## src/logic/csap_pkg.sv

```systemverilog
/*
 * Constants, register map and types of the codec serial audio port.
 * Assumes a control interface that presents register index, write data
 * and a write strobe on the core clock.
 */
package csap_pkg;

	// Register indices on the control interface.
	localparam logic [7:0] ADDR_SERIAL_FORMAT = 8'h04;
	localparam logic [7:0] ADDR_COMPANDING = 8'h05;
	localparam logic [7:0] ADDR_CLOCK_GEN = 8'h06;
	localparam logic [7:0] ADDR_PLAYBACK_CTL = 8'h15;
	localparam logic [7:0] ADDR_RECORD_CTL = 8'h19;
	localparam logic [7:0] ADDR_PORT_STATUS = 8'h1A;

	// Field positions in the serial format control register.
	localparam int FMT_LSB = 0;
	localparam int WL_LSB = 2;
	localparam int FRAME_POL_BIT = 4;
	localparam int BIT_CLOCK_INVERT_BIT = 5;
	localparam int PLAY_LEFT_SRC_BIT = 6;
	localparam int PLAY_RIGHT_SRC_BIT = 7;
	localparam int REC_LEFT_SRC_BIT = 8;
	localparam int REC_RIGHT_SRC_BIT = 9;

	// Field positions in the companding control register.
	localparam int REC_LAW_BIT = 0;
	localparam int REC_COMP_BIT = 1;
	localparam int PLAY_LAW_BIT = 2;
	localparam int PLAY_COMP_BIT = 3;

	// Field positions in clock, invert and status registers.
	localparam int MASTER_BIT = 0;
	localparam int BCLK_DIV_LSB = 1;
	localparam int LEFT_INV_BIT = 0;
	localparam int RIGHT_INV_BIT = 1;
	localparam int OVERRUN_BIT = 0;
	localparam int PLAY_PENDING_BIT = 1;

	// Reset values and writable bit masks.
	localparam logic [15:0] SERIAL_FORMAT_RST = 16'h028A;
	localparam logic [15:0] COMPANDING_RST = 16'h0000;
	localparam logic [15:0] CLOCK_GEN_RST = 16'h0006;
	localparam logic [15:0] INVERT_RST = 16'h0000;
	localparam logic [15:0] SERIAL_FORMAT_MASK = 16'h03FF;
	localparam logic [15:0] COMPANDING_MASK = 16'h000F;
	localparam logic [15:0] CLOCK_GEN_MASK = 16'h000F;
	localparam logic [15:0] INVERT_MASK = 16'h0003;

	// Frame geometry in master mode, buffer sizes and synchroniser count.
	localparam logic [5:0] FRAME_BCLKS_LAST = 6'h3F;
	localparam int CHANNEL_BCLK_BIT = 5;
	localparam int SAMPLE_W = 32;
	localparam int FIFO_DEPTH = 32;
	localparam int SYNC_STAGES = 3;

	// Framing formats.
	typedef enum logic [1:0] {
		FMT_RESERVED = 2'b00,
		FMT_LEFT_JUST = 2'b01,
		FMT_I2S = 2'b10,
		FMT_DSP = 2'b11
	} csap_framing_t;

	// Serial word lengths.
	typedef enum logic [1:0] {
		WL_16 = 2'b00,
		WL_20 = 2'b01,
		WL_24 = 2'b10,
		WL_32 = 2'b11
	} csap_word_len_t;

endpackage

```

## src/logic/csap_serial_port.sv

```systemverilog
/*
 * Serial audio port of a stereo codec with its playback buffer.
 * Assumes one core clock (mclk), a synchronous active-low reset and a
 * control interface that writes register indices with a strobe.
 */
`timescale 1ns/1ps

// Playback buffer: memory of DEPTH words plus one output holding stage.
module csap_fifo #(
	parameter int WIDTH = 64,
	parameter int DEPTH = 32
) (
	input  wire logic             mclk,
	input  wire logic             nrst,
	input  wire logic             inValid,
	input  wire logic [WIDTH-1:0] inData,
	output logic                  inReady,
	output logic                  outValid,
	output logic      [WIDTH-1:0] outData,
	input  wire logic             outReady
);
	localparam int AW = $clog2(DEPTH);

	logic [WIDTH-1:0] mem [DEPTH];      // Buffered words.
	logic [AW-1:0]    wrPtr_q;          // Next write slot.
	logic [AW-1:0]    rdPtr_q;          // Next read slot.
	logic [AW:0]      count_q;          // Words held in memory.
	logic             outValid_q;       // Output stage full.
	logic [WIDTH-1:0] outData_q;        // Output stage word.
	logic             push;             // Word accepted this cycle.
	logic             pop;              // Word moved to output stage.

	// Full only when the memory really holds DEPTH words.
	assign inReady = (count_q != (AW+1)'(DEPTH));
	assign push = inValid & inReady;
	assign pop = (count_q != '0) & (~outValid_q | outReady);
	assign outValid = outValid_q;
	assign outData = outData_q;

	// Memory write side.
	always_ff @(posedge mclk)
	begin
		if (push)
		begin
			mem[wrPtr_q] <= inData;
		end
	end

	// Pointers and fill count.
	always_ff @(posedge mclk)
	begin
		if (!nrst)
		begin
			wrPtr_q <= '0;
			rdPtr_q <= '0;
			count_q <= '0;
		end
		else
		begin
			if (push)
				wrPtr_q <= wrPtr_q + 1'b1;
			if (pop)
				rdPtr_q <= rdPtr_q + 1'b1;
			if (push & ~pop)
				count_q <= count_q + 1'b1;
			else if (pop & ~push)
				count_q <= count_q - 1'b1;
		end
	end

	// Output stage; it only empties when the drain side accepts.
	always_ff @(posedge mclk)
	begin
		if (!nrst)
		begin
			outValid_q <= 1'b0;
			outData_q <= '0;
		end
		else if (pop)
		begin
			outValid_q <= 1'b1;
			outData_q <= mem[rdPtr_q];
		end
		else if (outReady)
		begin
			outValid_q <= 1'b0;
		end
	end
endmodule

// Port engine: registers, clock master, framing, companding, routing.
module csap_serial_port (
	input  wire logic        mclk,
	input  wire logic        nrst,
	input  wire logic [7:0]  regAddr,
	input  wire logic        regWrEn,
	input  wire logic [15:0] regWrData,
	output logic      [15:0] regRdData,
	input  wire logic        bitClockIn,
	output logic             bitClockOut,
	output logic             bitClockOe,
	input  wire logic        frameClockIn,
	output logic             frameClockOut,
	output logic             frameClockOe,
	input  wire logic        playSerialIn,
	output logic             recSerialOut,
	input  wire logic [31:0] recLeft,
	input  wire logic [31:0] recRight,
	output logic             recTake,
	output logic             playValid,
	input  wire logic        playReady,
	output logic      [31:0] playLeft,
	output logic      [31:0] playRight
);
	// Half period minus one, in core clocks, for a divider code.
	function automatic logic [3:0] halfLast(input logic [2:0] code);
		case (code)
			3'h0, 3'h1: halfLast = 4'h0;
			3'h2: halfLast = 4'h1;
			3'h3: halfLast = 4'h3;
			3'h4: halfLast = 4'h7;
			default: halfLast = 4'hF;
		endcase
	endfunction

	// Bits per word; eight when the path is in 8-bit mode.
	function automatic logic [5:0] wordBits(input logic [1:0] wl,
		input logic eight);
		if (eight)
			wordBits = 6'd8;
		else
		case (wl)
			csap_pkg::WL_16: wordBits = 6'd16;
			csap_pkg::WL_20: wordBits = 6'd20;
			csap_pkg::WL_24: wordBits = 6'd24;
			default: wordBits = 6'd32;
		endcase
	endfunction

	// Slot decode: {valid, right channel, bit index within word}.
	function automatic logic [6:0] slotOf(input logic [6:0] pos,
		input logic [6:0] off, input logic [5:0] wl, input logic dsp,
		input logic chanRight, input logic en);
		logic [6:0] r;
		r = pos - off;
		slotOf = 7'h00;
		if (en && pos >= off)
		begin
			if (!dsp && r < {1'b0, wl})
				slotOf = {1'b1, chanRight, r[4:0]};
			else if (dsp && r < {1'b0, wl})
				slotOf = {2'b10, r[4:0]};
			else if (dsp && r < {wl, 1'b0})
				slotOf = {2'b11, 5'(r - {1'b0, wl})};
		end
	endfunction

	// Mu-law compression of a 13-bit sample, code inverted.
	function automatic logic [7:0] muEnc(input logic [12:0] s);
		logic [11:0] mag;
		logic [13:0] x;
		logic [2:0]  e;
		mag = s[12] ? ~s[11:0] : s[11:0];
		x = {1'b0, mag, 1'b0} + 14'd33;
		if (x[13])
			x = 14'h1FFF;
		e = 3'd0;
		for (int i = 1; i < 8; i++)
			if (x[i+5])
				e = 3'(i);
		muEnc = ~{s[12], e, 4'(x >> ({1'b0, e} + 4'd1))};
	endfunction

	// A-law compression of a 12-bit sample, even bits inverted.
	function automatic logic [7:0] aEnc(input logic [11:0] s);
		logic [10:0] mag;
		logic [2:0]  e;
		mag = s[11] ? ~s[10:0] : s[10:0];
		e = 3'd0;
		for (int i = 1; i < 8; i++)
			if (mag[i+3])
				e = 3'(i);
		aEnc = {~s[11], e, (e == 3'd0) ? mag[3:0] :
			4'(mag >> (e - 3'd1))} ^ 8'h55;
	endfunction

	// Expansion of an 8-bit code back to a left-aligned sample.
	function automatic logic [31:0] expand(input logic [7:0] c,
		input logic aLaw);
		logic [7:0]  d;
		logic [15:0] t;
		logic [12:0] a;
		if (aLaw)
		begin
			d = c ^ 8'h55;
			a = (d[6:4] == 3'd0) ? {8'd0, d[3:0], 1'b1} :
				13'({8'd1, d[3:0], 1'b1} << (d[6:4] - 3'd1));
			t = 16'h0000;
			expand = {d[7] ? a : 13'(-a), 19'd0};
		end
		else
		begin
			d = ~c;
			a = 13'h0000;
			t = 16'((({8'd0, d[3:0], 3'd0} + 16'h0084) << d[6:4])
				- 16'h0084);
			expand = {d[7] ? 16'(-t) : t, 16'd0};
		end
	endfunction

	logic [15:0] fmtCtl_q;      // Serial format control.
	logic [15:0] compCtl_q;     // Companding control.
	logic [15:0] clkCtl_q;      // Clock generation control.
	logic [15:0] playCtl_q;     // Playback channel invert bits.
	logic [15:0] recCtl_q;      // Record channel invert bits.
	logic        overrun_q;     // Sticky: playback pair dropped.
	logic [2:0]  sync1_q;       // First synchroniser stage.
	logic [2:0]  sync2_q;       // Second synchroniser stage.
	logic [2:0]  sync3_q;       // Third synchroniser stage.
	logic [2:0]  filt_q;        // Accepted pin levels.
	logic [3:0]  halfCnt_q;     // Master half period counter.
	logic        mBclk_q;       // Master bit clock, effective polarity.
	logic [5:0]  mBitCnt_q;     // Master bit clock count within frame.
	logic        mLr_q;         // Master frame clock, pin level.
	logic        prevBclk_q;    // Bit clock one cycle ago.
	logic        prevLr_q;      // Frame clock one cycle ago.
	logic [6:0]  posCnt_q;      // Rising edges since frame event.
	logic [31:0] txL_q;         // Left word being sent.
	logic [31:0] txR_q;         // Right word being sent.
	logic [31:0] shift_q;       // Received bits.
	logic [31:0] rxL_q;         // Received left word, expanded.
	logic        pushValid_q;   // Pair offered to the buffer.
	logic [63:0] pushData_q;    // Routed, inverted playback pair.
	logic        fifoReady;     // Buffer can take a pair.

	logic        master;        // Port drives the clocks.
	logic        dsp;           // DSP/PCM framing.
	logic        pol;           // Frame polarity or DSP variant.
	logic        bInv;          // Bit clock invert.
	logic        effBclk;       // Bit clock, sampling edge rising.
	logic        rawLr;         // Frame clock pin level.
	logic        bitRise;       // Sampling edge.
	logic        bitFall;       // Launch edge.
	logic        frameEvt;      // Frame clock event.
	logic        chanRight;     // Right half in LJ and I2S.
	logic        loadEvt;       // Start of a new stereo frame.
	logic [6:0]  nextPos;       // Position of the coming rising edge.
	logic [6:0]  firstPos;      // Position of the first MSB.
	logic        fmtOk;         // Framing code is not reserved.
	logic        playComp;      // Playback companding enabled.
	logic        recComp;       // Record companding enabled.
	logic [5:0]  playWl;        // Playback word bits.
	logic [5:0]  recWl;         // Record word bits.
	logic [6:0]  txSlot;        // Slot of the bit being launched.
	logic [6:0]  rxSlot;        // Slot of the bit being sampled.
	logic [31:0] adcL;          // Inverted left record sample.
	logic [31:0] adcR;          // Inverted right record sample.
	logic [31:0] slotL;         // Routed left slot word.
	logic [31:0] slotR;         // Routed right slot word.
	logic [31:0] curL;          // Left word for the coming bit.
	logic [31:0] curR;          // Right word for the coming bit.
	logic [31:0] rxWord;        // Completed word, left aligned.
	logic [31:0] rxExp;         // Completed word after expansion.
	logic [31:0] dacL;          // Routed left DAC word.
	logic [31:0] dacR;          // Routed right DAC word.

	assign master = clkCtl_q[csap_pkg::MASTER_BIT];
	assign dsp = (fmtCtl_q[csap_pkg::FMT_LSB +: 2] == csap_pkg::FMT_DSP);
	assign fmtOk = (fmtCtl_q[csap_pkg::FMT_LSB +: 2]
		!= csap_pkg::FMT_RESERVED);
	assign pol = fmtCtl_q[csap_pkg::FRAME_POL_BIT];
	assign bInv = fmtCtl_q[csap_pkg::BIT_CLOCK_INVERT_BIT];
	assign playComp = compCtl_q[csap_pkg::PLAY_COMP_BIT];
	assign recComp = compCtl_q[csap_pkg::REC_COMP_BIT];
	// Eight bit mode: companding on, or a law bit set with both off.
	assign playWl = wordBits(fmtCtl_q[csap_pkg::WL_LSB +: 2],
		playComp | (compCtl_q[csap_pkg::PLAY_LAW_BIT] & ~recComp));
	assign recWl = wordBits(fmtCtl_q[csap_pkg::WL_LSB +: 2],
		recComp | (compCtl_q[csap_pkg::REC_LAW_BIT] & ~playComp));

	// Clock source: own generator or filtered pins.
	assign effBclk = master ? mBclk_q : (filt_q[0] ^ bInv);
	assign rawLr = master ? mLr_q : filt_q[1];
	assign bitRise = effBclk & ~prevBclk_q;
	assign bitFall = ~effBclk & prevBclk_q;
	// DSP frames start on a rising frame edge; others on any change.
	assign frameEvt = dsp ? (rawLr & ~prevLr_q) : (rawLr ^ prevLr_q);
	assign chanRight = rawLr ^ pol;
	assign loadEvt = frameEvt & (dsp | ~chanRight);
	assign nextPos = frameEvt ? 7'd0 : posCnt_q;
	// I2S and DSP mode A put the MSB one edge late.
	assign firstPos = (fmtCtl_q[csap_pkg::FMT_LSB +: 2] == csap_pkg::FMT_I2S
		|| (dsp && !pol)) ? 7'd1 : 7'd0;
	assign txSlot = slotOf(nextPos, firstPos, recWl, dsp, chanRight, fmtOk);
	assign rxSlot = slotOf(posCnt_q, firstPos, playWl, dsp, chanRight, fmtOk);

	// Record data: invert, route, then compress into the top byte.
	assign adcL = recLeft ^ {32{recCtl_q[csap_pkg::LEFT_INV_BIT]}};
	assign adcR = recRight ^ {32{recCtl_q[csap_pkg::RIGHT_INV_BIT]}};
	always_comb
	begin
		slotL = fmtCtl_q[csap_pkg::REC_LEFT_SRC_BIT] ? adcR : adcL;
		slotR = fmtCtl_q[csap_pkg::REC_RIGHT_SRC_BIT] ? adcR : adcL;
		if (recComp)
		begin
			// Code in the eight MSBs, rest zero.
			slotL = {compCtl_q[csap_pkg::REC_LAW_BIT] ? aEnc(slotL[31:20]) :
				muEnc(slotL[31:19]), 24'd0};
			slotR = {compCtl_q[csap_pkg::REC_LAW_BIT] ? aEnc(slotR[31:20]) :
				muEnc(slotR[31:19]), 24'd0};
		end
		curL = loadEvt ? slotL : txL_q;
		curR = loadEvt ? slotR : txR_q;
	end

	// Received word, left aligned, expanded when companding is on.
	assign rxWord = {shift_q[30:0], filt_q[2]} << (6'd32 - playWl);
	assign rxExp = playComp ? expand(rxWord[31:24],
		compCtl_q[csap_pkg::PLAY_LAW_BIT]) : rxWord;
	always_comb
	begin
		dacL = fmtCtl_q[csap_pkg::PLAY_LEFT_SRC_BIT] ? rxExp : rxL_q;
		dacR = fmtCtl_q[csap_pkg::PLAY_RIGHT_SRC_BIT] ? rxExp : rxL_q;
		dacL = dacL ^ {32{playCtl_q[csap_pkg::LEFT_INV_BIT]}};
		dacR = dacR ^ {32{playCtl_q[csap_pkg::RIGHT_INV_BIT]}};
	end

	// Register writes; unmapped indices are ignored.
	always_ff @(posedge mclk)
	begin
		if (!nrst)
		begin
			fmtCtl_q <= csap_pkg::SERIAL_FORMAT_RST;
			compCtl_q <= csap_pkg::COMPANDING_RST;
			clkCtl_q <= csap_pkg::CLOCK_GEN_RST;
			playCtl_q <= csap_pkg::INVERT_RST;
			recCtl_q <= csap_pkg::INVERT_RST;
		end
		else if (regWrEn)
		begin
			if (regAddr == csap_pkg::ADDR_SERIAL_FORMAT)
				fmtCtl_q <= regWrData & csap_pkg::SERIAL_FORMAT_MASK;
			else if (regAddr == csap_pkg::ADDR_COMPANDING)
				compCtl_q <= regWrData & csap_pkg::COMPANDING_MASK;
			else if (regAddr == csap_pkg::ADDR_CLOCK_GEN)
				clkCtl_q <= regWrData & csap_pkg::CLOCK_GEN_MASK;
			else if (regAddr == csap_pkg::ADDR_PLAYBACK_CTL)
				playCtl_q <= regWrData & csap_pkg::INVERT_MASK;
			else if (regAddr == csap_pkg::ADDR_RECORD_CTL)
				recCtl_q <= regWrData & csap_pkg::INVERT_MASK;
		end
	end

	// Registered read data, one cycle after the index.
	always_ff @(posedge mclk)
	begin
		if (!nrst)
			regRdData <= 16'h0000;
		else if (regAddr == csap_pkg::ADDR_SERIAL_FORMAT)
			regRdData <= fmtCtl_q;
		else if (regAddr == csap_pkg::ADDR_COMPANDING)
			regRdData <= compCtl_q;
		else if (regAddr == csap_pkg::ADDR_CLOCK_GEN)
			regRdData <= clkCtl_q;
		else if (regAddr == csap_pkg::ADDR_PLAYBACK_CTL)
			regRdData <= playCtl_q;
		else if (regAddr == csap_pkg::ADDR_RECORD_CTL)
			regRdData <= recCtl_q;
		else if (regAddr == csap_pkg::ADDR_PORT_STATUS)
			regRdData <= {14'd0, playValid, overrun_q};
		else
			regRdData <= 16'h0000;
	end

	// Overrun flag; a new drop wins over a write-one clear.
	always_ff @(posedge mclk)
	begin
		if (!nrst)
			overrun_q <= 1'b0;
		else if (pushValid_q & ~fifoReady)
			overrun_q <= 1'b1;
		else if (regWrEn && regAddr == csap_pkg::ADDR_PORT_STATUS
			&& regWrData[csap_pkg::OVERRUN_BIT])
			overrun_q <= 1'b0;
	end

	// Three-stage synchronisers; a level counts once stages 2 and 3 agree.
	for (genvar i = 0; i < csap_pkg::SYNC_STAGES; i++)
	begin : g_sync
		always_ff @(posedge mclk)
		begin
			if (!nrst)
			begin
				sync1_q[i] <= 1'b0;
				sync2_q[i] <= 1'b0;
				sync3_q[i] <= 1'b0;
				filt_q[i] <= 1'b0;
			end
			else
			begin
				sync1_q[i] <= (i == 0) ? bitClockIn :
					(i == 1) ? frameClockIn : playSerialIn;
				sync2_q[i] <= sync1_q[i];
				sync3_q[i] <= sync2_q[i];
				if (sync2_q[i] == sync3_q[i])
					filt_q[i] <= sync3_q[i];
			end
		end
	end

	// Master clock generator: bit clock from core clock, frame of 64.
	always_ff @(posedge mclk)
	begin
		if (!nrst || !master)
		begin
			halfCnt_q <= 4'h0;
			mBclk_q <= 1'b0;
			mBitCnt_q <= csap_pkg::FRAME_BCLKS_LAST;
			mLr_q <= pol & ~dsp;
		end
		else if (halfCnt_q >= halfLast(clkCtl_q[csap_pkg::BCLK_DIV_LSB +: 3]))
		begin
			halfCnt_q <= 4'h0;
			mBclk_q <= ~mBclk_q;
			if (mBclk_q)
			begin
				// Frame clock moves on the launch edge only.
				mBitCnt_q <= mBitCnt_q + 6'd1;
				if (dsp)
					mLr_q <= (mBitCnt_q == csap_pkg::FRAME_BCLKS_LAST);
				else
					mLr_q <= (mBitCnt_q + 6'd1)
						>> csap_pkg::CHANNEL_BCLK_BIT != 6'd0 ? ~pol : pol;
			end
		end
		else
		begin
			halfCnt_q <= halfCnt_q + 4'h1;
		end
	end

	// Pin drivers: clocks are outputs only in master mode.
	always_ff @(posedge mclk)
	begin
		if (!nrst)
		begin
			bitClockOut <= 1'b0;
			frameClockOut <= 1'b0;
			bitClockOe <= 1'b0;
			frameClockOe <= 1'b0;
		end
		else
		begin
			bitClockOut <= mBclk_q ^ bInv;
			frameClockOut <= mLr_q;
			bitClockOe <= master;
			frameClockOe <= master;
		end
	end

	// Edge history and slot position counter.
	always_ff @(posedge mclk)
	begin
		if (!nrst)
		begin
			prevBclk_q <= 1'b0;
			prevLr_q <= 1'b0;
			posCnt_q <= 7'h7F;
		end
		else
		begin
			prevBclk_q <= effBclk;
			prevLr_q <= rawLr;
			if (frameEvt)
				posCnt_q <= 7'd0;
			else if (bitRise && posCnt_q != 7'h7F)
				posCnt_q <= posCnt_q + 7'd1;
		end
	end

	// Transmit: load words at frame start, launch bits MSB first.
	always_ff @(posedge mclk)
	begin
		if (!nrst)
		begin
			txL_q <= 32'h0000_0000;
			txR_q <= 32'h0000_0000;
			recTake <= 1'b0;
			recSerialOut <= 1'b0;
		end
		else
		begin
			recTake <= loadEvt;
			if (loadEvt)
			begin
				txL_q <= slotL;
				txR_q <= slotR;
			end
			if (bitFall | frameEvt)
			begin
				if (txSlot[6])
					recSerialOut <= txSlot[5] ?
						curR[5'd31 - txSlot[4:0]] : curL[5'd31 - txSlot[4:0]];
				else
					recSerialOut <= 1'b0;
			end
		end
	end

	// Receive: shift data bits in on sampling edges of used slots.
	always_ff @(posedge mclk)
	begin
		if (!nrst)
		begin
			shift_q <= 32'h0000_0000;
			rxL_q <= 32'h0000_0000;
			pushValid_q <= 1'b0;
			pushData_q <= 64'h0;
		end
		else
		begin
			pushValid_q <= 1'b0;
			if (bitRise && !frameEvt && rxSlot[6])
			begin
				shift_q <= {shift_q[30:0], filt_q[2]};
				if ({1'b0, rxSlot[4:0]} == playWl - 6'd1 && !rxSlot[5])
					rxL_q <= rxExp;
				else if ({1'b0, rxSlot[4:0]} == playWl - 6'd1)
				begin
					pushValid_q <= 1'b1;
					pushData_q <= {dacL, dacR};
				end
			end
		end
	end

	// Playback pairs wait here for the drain side.
	csap_fifo #(
		.WIDTH (2 * csap_pkg::SAMPLE_W),
		.DEPTH (csap_pkg::FIFO_DEPTH)
	) u_play_fifo (
		.mclk     (mclk),
		.nrst     (nrst),
		.inValid  (pushValid_q),
		.inData   (pushData_q),
		.inReady  (fifoReady),
		.outValid (playValid),
		.outData  ({playLeft, playRight}),
		.outReady (playReady)
	);
endmodule

```

## config.mk

```make
export PLATFORM = sky130hd
export DESIGN_NAME = csap_serial_port
export DESIGN_NICKNAME = d
export VERILOG_FILES = /design/src/logic/csap_pkg.sv /design/src/logic/csap_serial_port.sv
export SDC_FILE = /design/constraint.sdc
export NUM_CORES = 2
export LEC_CHECK = 0
export BUFFER_PORTS_ARGS = -buffer_cell sky130_fd_sc_hd__clkbuf_2
export CAP_MARGIN = 0
export CORE_UTILIZATION = 40
export DETAILED_ROUTE_END_ITERATION = 10
export SLEW_MARGIN = 20
export SYNTH_ARGS = -nofsm -noshare
export SYNTH_HDL_FRONTEND = slang
export SYNTH_SLANG_ARGS = --single-unit
```

## constraint.sdc

```tcl
create_clock -name mclk -period 5.2 [get_ports mclk]
set_input_delay 1.3 -clock mclk [delete_from_list [all_inputs] [get_ports mclk]]
set_output_delay 1.3 -clock mclk [all_outputs]
set_load 0.01 [all_outputs]
```

* Word level (Yosys, flattened, before mapping) *
Memory sizes are Yosys's and may differ from the RTL's. A register that Yosys moved wholly into a read port is not among the register bits.
Index checks and enable logic that the tools add are counted.

storage, ports and cells
  register bits = 286
  memory bits (writable) = 2048
  logic and storage cells = 314
  memories kept = 1

memories
  name             words  width  read ports  clocked after memory_dff  wr ports  line                    RTL
  u_play_fifo.mem  32     64     1           1                         1         csap_serial_port.sv:24  logic [WIDTH-1:0] mem [DEPTH];

cells by class
  add/subtract/negate cells = 25
  magnitude comparators = 8
  equal/unequal tests = 21
  shifts and indexed selects = 7
  mux-type cells = 103
  bitwise operators = 57
  reduce and logical (&&, ||, !) cells = 50

operators with widths
  kind                                           count
  two-way mux 32 bit                             10
  XOR 32 bit                                     4
  two-way mux 3 bit                              28
  two-way mux 7 bit                              11
  two-way mux 13 bit                             4
  << shifter 32 x 6 -> 32 bit                    1
  adder 13 x 6 -> 14 bit, second input constant  2
  two-way mux 14 bit                             2
  right shift 14 x 4 -> 4 bit                    2
  == test 8 x 3 -> 1 bit, second input constant  3
  == test 8 x 5 -> 1 bit, second input constant  3
  two-way mux 1 bit                              24
  two-way mux 12 bit                             2
  two-way mux 6 bit                              4
  NOT 12 bit                                     2
  NOT 8 bit                                      3
  two-way mux 11 bit                             2
  NOT 1 bit                                      22
  NOT 11 bit                                     2
  right shift 11 x 3 -> 4 bit                    2
  two-way mux 4 bit                              5
  case mux 6 bit (3 select lines)                1
  two-way mux 16 bit                             1
  two-way mux 8 bit                              2
  other kinds (55)                               129

* Logic depth before layout (Yosys ltp) *
  depth in word-level cells = 25
  mapped depth = 25

* By module *
A second synthesis with hierarchy kept.

second synthesis, totals
  cells, all modules = 6629
  area, all modules = 101811.4 um^2

by module, submodules not included
  module            times used  cells an instance  area an instance (um^2)  seq. area each (um^2)
  csap_fifo         1           3876               81229.2                  63120.5
  csap_serial_port  1           2753               20582.2                  5275.1

* Least setup slack after synthesis *
Ideal clock, no wire load.

  path type = in2reg
  from = input port recRight[31]
  to = register recSerialOut
  setup time = 0.135 ns
  data arrival time = 5.294 ns
  setup slack = -0.229 ns
  stages on the path = 18
  path buffers = 2
  path through = xnor2_1 > mux2i_1 > clkbuf_1 > clkbuf_1 > xnor2_1 > inv_1 > ha_1 > inv_1 > o32ai_2 > xor2_1 > a211oi_2 > a21oi_2 > mux2i_1 > a211oi_1 > o41a_1 > or4_1 > a311oi_1 > o221ai_1

on the way
  word-level cells in the longest chain between the ends = 24

ends and longest elaborated chain
  element                                       line                                              RTL
  from (decl)                                   csap_serial_port.sv:108                           input wire logic [31:0] recRight,
  XOR 32 bit *                                  csap_serial_port.sv:299                           assign adcR = recRight ^ {32{recCtl_q[csap_pkg::RIGHT_INV_BIT]}};
  two-way mux 32 bit, on equally long branches  csap_serial_port.sv:302, csap_serial_port.sv:303
  two-way mux 12 bit                            csap_serial_port.sv:163                           mag = s[12] ? ~s[11:0] : s[11:0];
  adder 13 x 6 -> 14 bit                        csap_serial_port.sv:164                           x = {1'b0, mag, 1'b0} + 14'd33;
  two-way mux 13 bit                            csap_serial_port.sv:165                           if (x[13])
  two-way mux 14 bit                            csap_serial_port.sv:304                           if (recComp)
  two-way mux 1 bit                             csap_serial_port.sv:169                           if (x[i+5])
  two-way mux 3 bit (6 in series)               csap_serial_port.sv:169
  (+3 left out)                                 -
  NOT 8 bit                                     csap_serial_port.sv:171                           muEnc = ~{s[12], e, 4'(x >> ({1'b0, e} + 4'd1))};
  two-way mux 8 bit, on equally long branches   csap_serial_port.sv:307, csap_serial_port.sv:309
  two-way mux 32 bit                            csap_serial_port.sv:304
  two-way mux 32 bit                            -
  binary-select mux 1 bit (select 5 bit)        csap_serial_port.sv:503                           curR[5'd31 - txSlot[4:0]] : curL[5'd31 - txSlot[4:0]];
  two-way mux 1 bit (not written as such)       csap_serial_port.sv:503
  two-way mux 1 bit *                           csap_serial_port.sv:502                           recSerialOut <= txSlot[5] ?
  two-way mux 1 bit *                           csap_serial_port.sv:501                           if (txSlot[6])
  to (signal assigned)                          csap_serial_port.sv:502
  to (decl)                                     csap_serial_port.sv:106                           output logic recSerialOut,

Mark *: on every way between the ends. The rest lies on a longest branch, timed or not. The select of a mux whose other input is x is not followed.
A chain may end at the register's enable or synchronous reset.

* Worst setup path after layout *
  from = register mLr_q
  to = register recSerialOut

on the way
  word-level cells in the longest chain between the ends = 16

ends and longest elaborated chain
  element                                         line                     RTL
  from (decl)                                     csap_serial_port.sv:224  logic mLr_q;
  from (signal assigned)                          csap_serial_port.sv:419  mLr_q <= pol & ~dsp;
  from (signal assigned)                          csap_serial_port.sv:430  mLr_q <= (mBitCnt_q == csap_pkg::FRAME_BCLKS_LAST);
  from (signal assigned)                          csap_serial_port.sv:432  mLr_q <= (mBitCnt_q + 6'd1)
  two-way mux 1 bit *                             csap_serial_port.sv:283  assign rawLr = master ? mLr_q : filt_q[1];
  named net rawLr                                 csap_serial_port.sv:241  logic rawLr;
  XOR 1 bit or bitwise AND 1 bit (tied branches)  csap_serial_port.sv:287  assign frameEvt = dsp ? (rawLr & ~prevLr_q) : (rawLr ^ prevLr_q);
  two-way mux 1 bit                               csap_serial_port.sv:287
  two-way mux 7 bit                               csap_serial_port.sv:290  assign nextPos = frameEvt ? 7'd0 : posCnt_q;
  subtractor 7 x 1 -> 7 bit                       csap_serial_port.sv:145  r = pos - off;
  < comparator 7 bit                              csap_serial_port.sv:153  else if (dsp && r < {wl, 1'b0})
  logical AND 1 bit                               csap_serial_port.sv:153
  two-way mux 7 bit                               csap_serial_port.sv:153
  two-way mux 7 bit                               csap_serial_port.sv:151  else if (dsp && r < {1'b0, wl})
  two-way mux 7 bit                               csap_serial_port.sv:149  if (!dsp && r < {1'b0, wl})
  two-way mux 7 bit                               csap_serial_port.sv:147  if (en && pos >= off)
  subtractor 5 bit                                csap_serial_port.sv:503
  binary-select mux 1 bit (select 5 bit)          csap_serial_port.sv:503
  two-way mux 1 bit (not written as such)         csap_serial_port.sv:503
  two-way mux 1 bit                               csap_serial_port.sv:502
  two-way mux 1 bit                               csap_serial_port.sv:501

Mark *: on every way through the listed nets, which the timed path passes. The rest lies on a longest branch. The select of a mux whose other input is x is not followed.

==> impl_metrics.csv <==
group,metric,value,unit
grt,grt_max_degree,139,
routing,drt-total-wl,267000,um
yosys,ys.flop_type,"edfxtp_1",
finish,final_cells,9839,
routing,detail_route.vias_per_cell,5.77,
power_and_ir_drop,swShare,24.3,%
cts,cts_tree,"yes",
worst_setup_path,required,6.02,ns
grt,grt_pass1_wl,385000,um
placed_design,placed_cell_area,0.108,mm2
yosys,synthesis.area,0.100,mm2
die,ios,182,
worst_setup_path,critPathBufInv,4,
power_and_ir_drop,p_int,0.0343,W
worst_setup_path,cp-end-kind,"flip-flop",
power_and_ir_drop,power.total,0.0453,W
grt,grt_antenna_before_repair,5,
routing,drc_errors,0,
power_and_ir_drop,p_per_area,391,mW/mm2
grt,grt_use_total,20.9,%
yosys,yosysSeqAreaShare,68.1,%
worst_setup_path,path_max_fanout,5,
sta,fin_crit,5.05,ns
yosys,netlist.area_leader.share,61.3,%
power_and_ir_drop,p_seq_share,46.4,%
die,die_area,0.253,mm2
yosys,synth_edf_count,2049,
sta,setup_viol_count_final,0,
finish,synthToLayoutAreaGrowth,15.2,%
yosys,synth-async-reset-ratio,0,%
routing,drt_first_pass_iters,5,
routing,drtAntennaViolNets,0,
die,rows,183,
worst_setup_path,critPathKind,"flip-flop to flip-flop",
die,die_w,503,um
sta,worst_pin_slew,1.18,ns
cts,cts-root-buf,"clkbuf_16",
sta,slew_viol_final,0,
placed_design,io_buffers,169,
run_status,outcome,"finished, final reports clean",
finish,fillCellCount,21400,
placed_design,dp_hpwl,153000,um
die,die_h,503,um
run,max_cap_viol_count,0,
finish,fin_util,46.4,%
power_and_ir_drop,peakVddDrop,0.000363,V
worst_setup_path,cp_top_family,"compound AO/OA/AOI/OAI gates",
grt,grt_pass1_vias,56200,
finish,fin_area,0.116,mm2
yosys,yosys.cell_types.count,101,
sta,rsz0062_at_grt,"yes",
grt,grt-busiest-layer,"met2",
worst_setup_path,cpMaxStageDelayCell,"edfxtp_1",
yosys,syn-instance-count,5908,
power_and_ir_drop,p_leak,37.9,nW
yosys,ys_ff_latch,2392,
grt,use_met1,29.2,%
finish,fin_nets,6446,
sta,max_freq,0.198,GHz
cts,clock_latency,0.91,ns
grt,grt_remaining_overflow,0,
routing,vias,56700,
cts,htree_levels,4,
sta,hold_violations,0,
power_and_ir_drop,combPwrFrac,15.3,%
worst_hold_path,min-delay-path-class,"flip-flop to flip-flop",
cts,numCtsBuffers,236,
yosys,synth_warnings,0,
sta,fin_crit_sh,97.1,%
yosys,ys_top_cells_by_area,"edfxtp_1 (61%), mux4_2 (15%), dfxtp_1 (6.8%)",
sta,relSlewSlack,19.3,%
sta,skew,0.0889,ns
finish,seq_area,0.0685,mm2
yosys,synth_top_area_cell,"edfxtp_1",
worst_setup_path,arrival,5.86,ns
die,core_area,0.249,mm2
cts,clk_pin_slew_worst_paths,0.06,ns
routing,first_iter_violations,6439,
grt,grtUsageMet3,2.95,%
placed_design,gp_congestion,0.882,
routing,wl_per_cell,27.1,um
cts,cts_num_sinks,2392,
worst_setup_path,crit_path_start_kind,"flip-flop",
placed_design,dp_cells,9383,
yosys,syn_avg_cell_area,17.0,um2
worst_setup_path,cpPeakStageDelay,0.39,ns
finish,multiInputGateArea,0.0307,mm2
cts,cts.path.max_buffers,3,
power_and_ir_drop,p_switching,0.0110,W
grt,met2_usage,34.4,%
die,start_util,40.3,%
power_and_ir_drop,clockPowerShare,38.3,%
finish,drive_above_1_share,26.4,%
metal layers:
metal | part of all wire (%) | vias up
met2 | 49 | 2111
met5 | 0.0030 | -
met1 | 43 | 29800
li1 | - | 24500
met3 | 6.6 | 358
met4 | 2.1 | 2
Yosys cell counts, types with 9 or more instances:
master	instances
a21o_1	21
edfxtp_1	2049
o31a_1	11
or2_2	9
nor4_1	16
a22oi_1	19
nor2_1	431
nand3_1	68
xor2_1	77
buf_4	10
a31oi_1	39
dfxtp_1	343
a221oi_1	9
o2111ai_1	14
or3_1	16
o21ai_0	92
o21a_1	9
xnor2_1	161
buf_2	18
o211ai_1	25
o221ai_1	10
nand2b_1	23
a2111oi_0	45
and3_1	48
and2_1	31
nor2b_1	23
o22ai_1	15
nand4_1	23
mux2i_1	220
o31ai_1	10
nand2_1	302
mux4_2	659
a21oi_1	245
clkbuf_1	289
ha_1	50
mux2_2	18
buf_1	69
a311oi_1	14
inv_1	49
nor3_1	65
a211oi_1	105
metrics by stage:
stage          setup WS (ns)  hold WS [ns]  setup TNS (ns)
2_1_floorplan         0.0338         0.412               0
3_3_place_gp          -0.111         0.421          -0.111
3_5_place_dp          -0.114         0.423          -0.139
4_1_cts              0.00449         0.443               0
5_1_grt              -0.0556         0.468         -0.0673
6_report               0.153         0.444               0
flip-flops by register name, summed over array words and instances, names as in the netlist, 5 cells and up:
name,flops
u_play_fifo.outData,64
u_play_fifo.wrPtr_q,5
posCnt_q,7
u_play_fifo.rdPtr_q,5
regRdData,10
mBitCnt_q,6
txL_q,32
pushData_q,64
rxL_q,32
u_play_fifo.count_q,6
u_play_fifo.mem,2048
fmtCtl_q,10
txR_q,32
shift_q,31
cell usage in the layout, fill, tap and decap left out, types with 45 or more instances in the layout:
cell and n:
mux4_2 659, clkbuf_1 61, inv_1 49, a21oi_1 243, xnor2_1 160, and3_1 48, buf_4 322, nor3_1 63
nand3_1 68, clkbuf_2 169, dfxtp_1 293, edfxtp_1 2049, o21ai_0 90, a211oi_1 103, mux2i_1 217, ha_1 48
dfxtp_2 45, nand2_1 302, xor2_1 76, clkbuf_16 239, nor2_1 396
worst paths after layout:
path / from / endpoint / slack, ns / cells past startpoint
worst min-delay path: sync1_q[1]$_SDFF_PN0_ / sync2_q[1]$_SDFF_PN0_ / 0.44 / 1
worst max register to register: mLr_q$_DFFE_PP_ / recSerialOut$_SDFFE_PN0P_ / 0.15 / 26
worst max-delay path: mLr_q$_DFFE_PP_ / recSerialOut$_SDFFE_PN0P_ / 0.15 / 26
worst min register to register: sync1_q[1]$_SDFF_PN0_ / sync2_q[1]$_SDFF_PN0_ / 0.44 / 1
cells by family (layout without fill, tap and decap cells):
logic type / Yosys count / in the layout / share of synthesized area (%)
AO/OA/AOI/OAI: 783 / 784 / 5.26
XOR/XNOR: 238 / 238 / 2.08
adder cells (fa/ha/maj): 52 / 52 / 0.663
buffers and inverters: 442 / 1035 / 1.73
flip-flops: 2392 / 2392 / 68.1
multiplexers: 898 / 898 / 17.2
other: 1 / 8 / 0.00373
AND/OR/NAND/NOR: 1102 / 1102 / 4.99
timing repair:
action | 4_1_cts | 5_1_grt
hold buffers | 0 | 0
cloned | 0 | 1
buffers inserted | 0 | 7
gates resized for setup | 5 | 17
pin swaps | 1 | 7
setup endpoints to repair | 11 | 86
power by group through the flow:
| stage | registers, W | clock network (W) | logic [W] |
|---|---|---|---|
| 2_1_floorplan | 0.0214 | 0 | 0.00508 |
| 3_3_place_gp | 0.0214 | 0 | 0.00706 |
| 3_5_place_dp | 0.0214 | 0 | 0.00709 |
| 4_1_cts | 0.0210 | 0.0176 | 0.00710 |
| 5_1_grt | 0.0210 | 0.0184 | 0.00748 |
| 6_report | 0.0210 | 0.0173 | 0.00694 |
final cells by class:
cell class                      count  area share, %
Inverter                           54          0.184
Sequential cell                  2392           59.2
Multi-Input combinational cell   3080           26.6
Tap cell                         3330           3.60
Clock buffer                      308           5.46
Clock inverter                    138           1.41
Timing Repair Buffer              535           3.58
Antenna cell                        2        0.00433
Note: power is estimated with default switching activity, not from simulation.
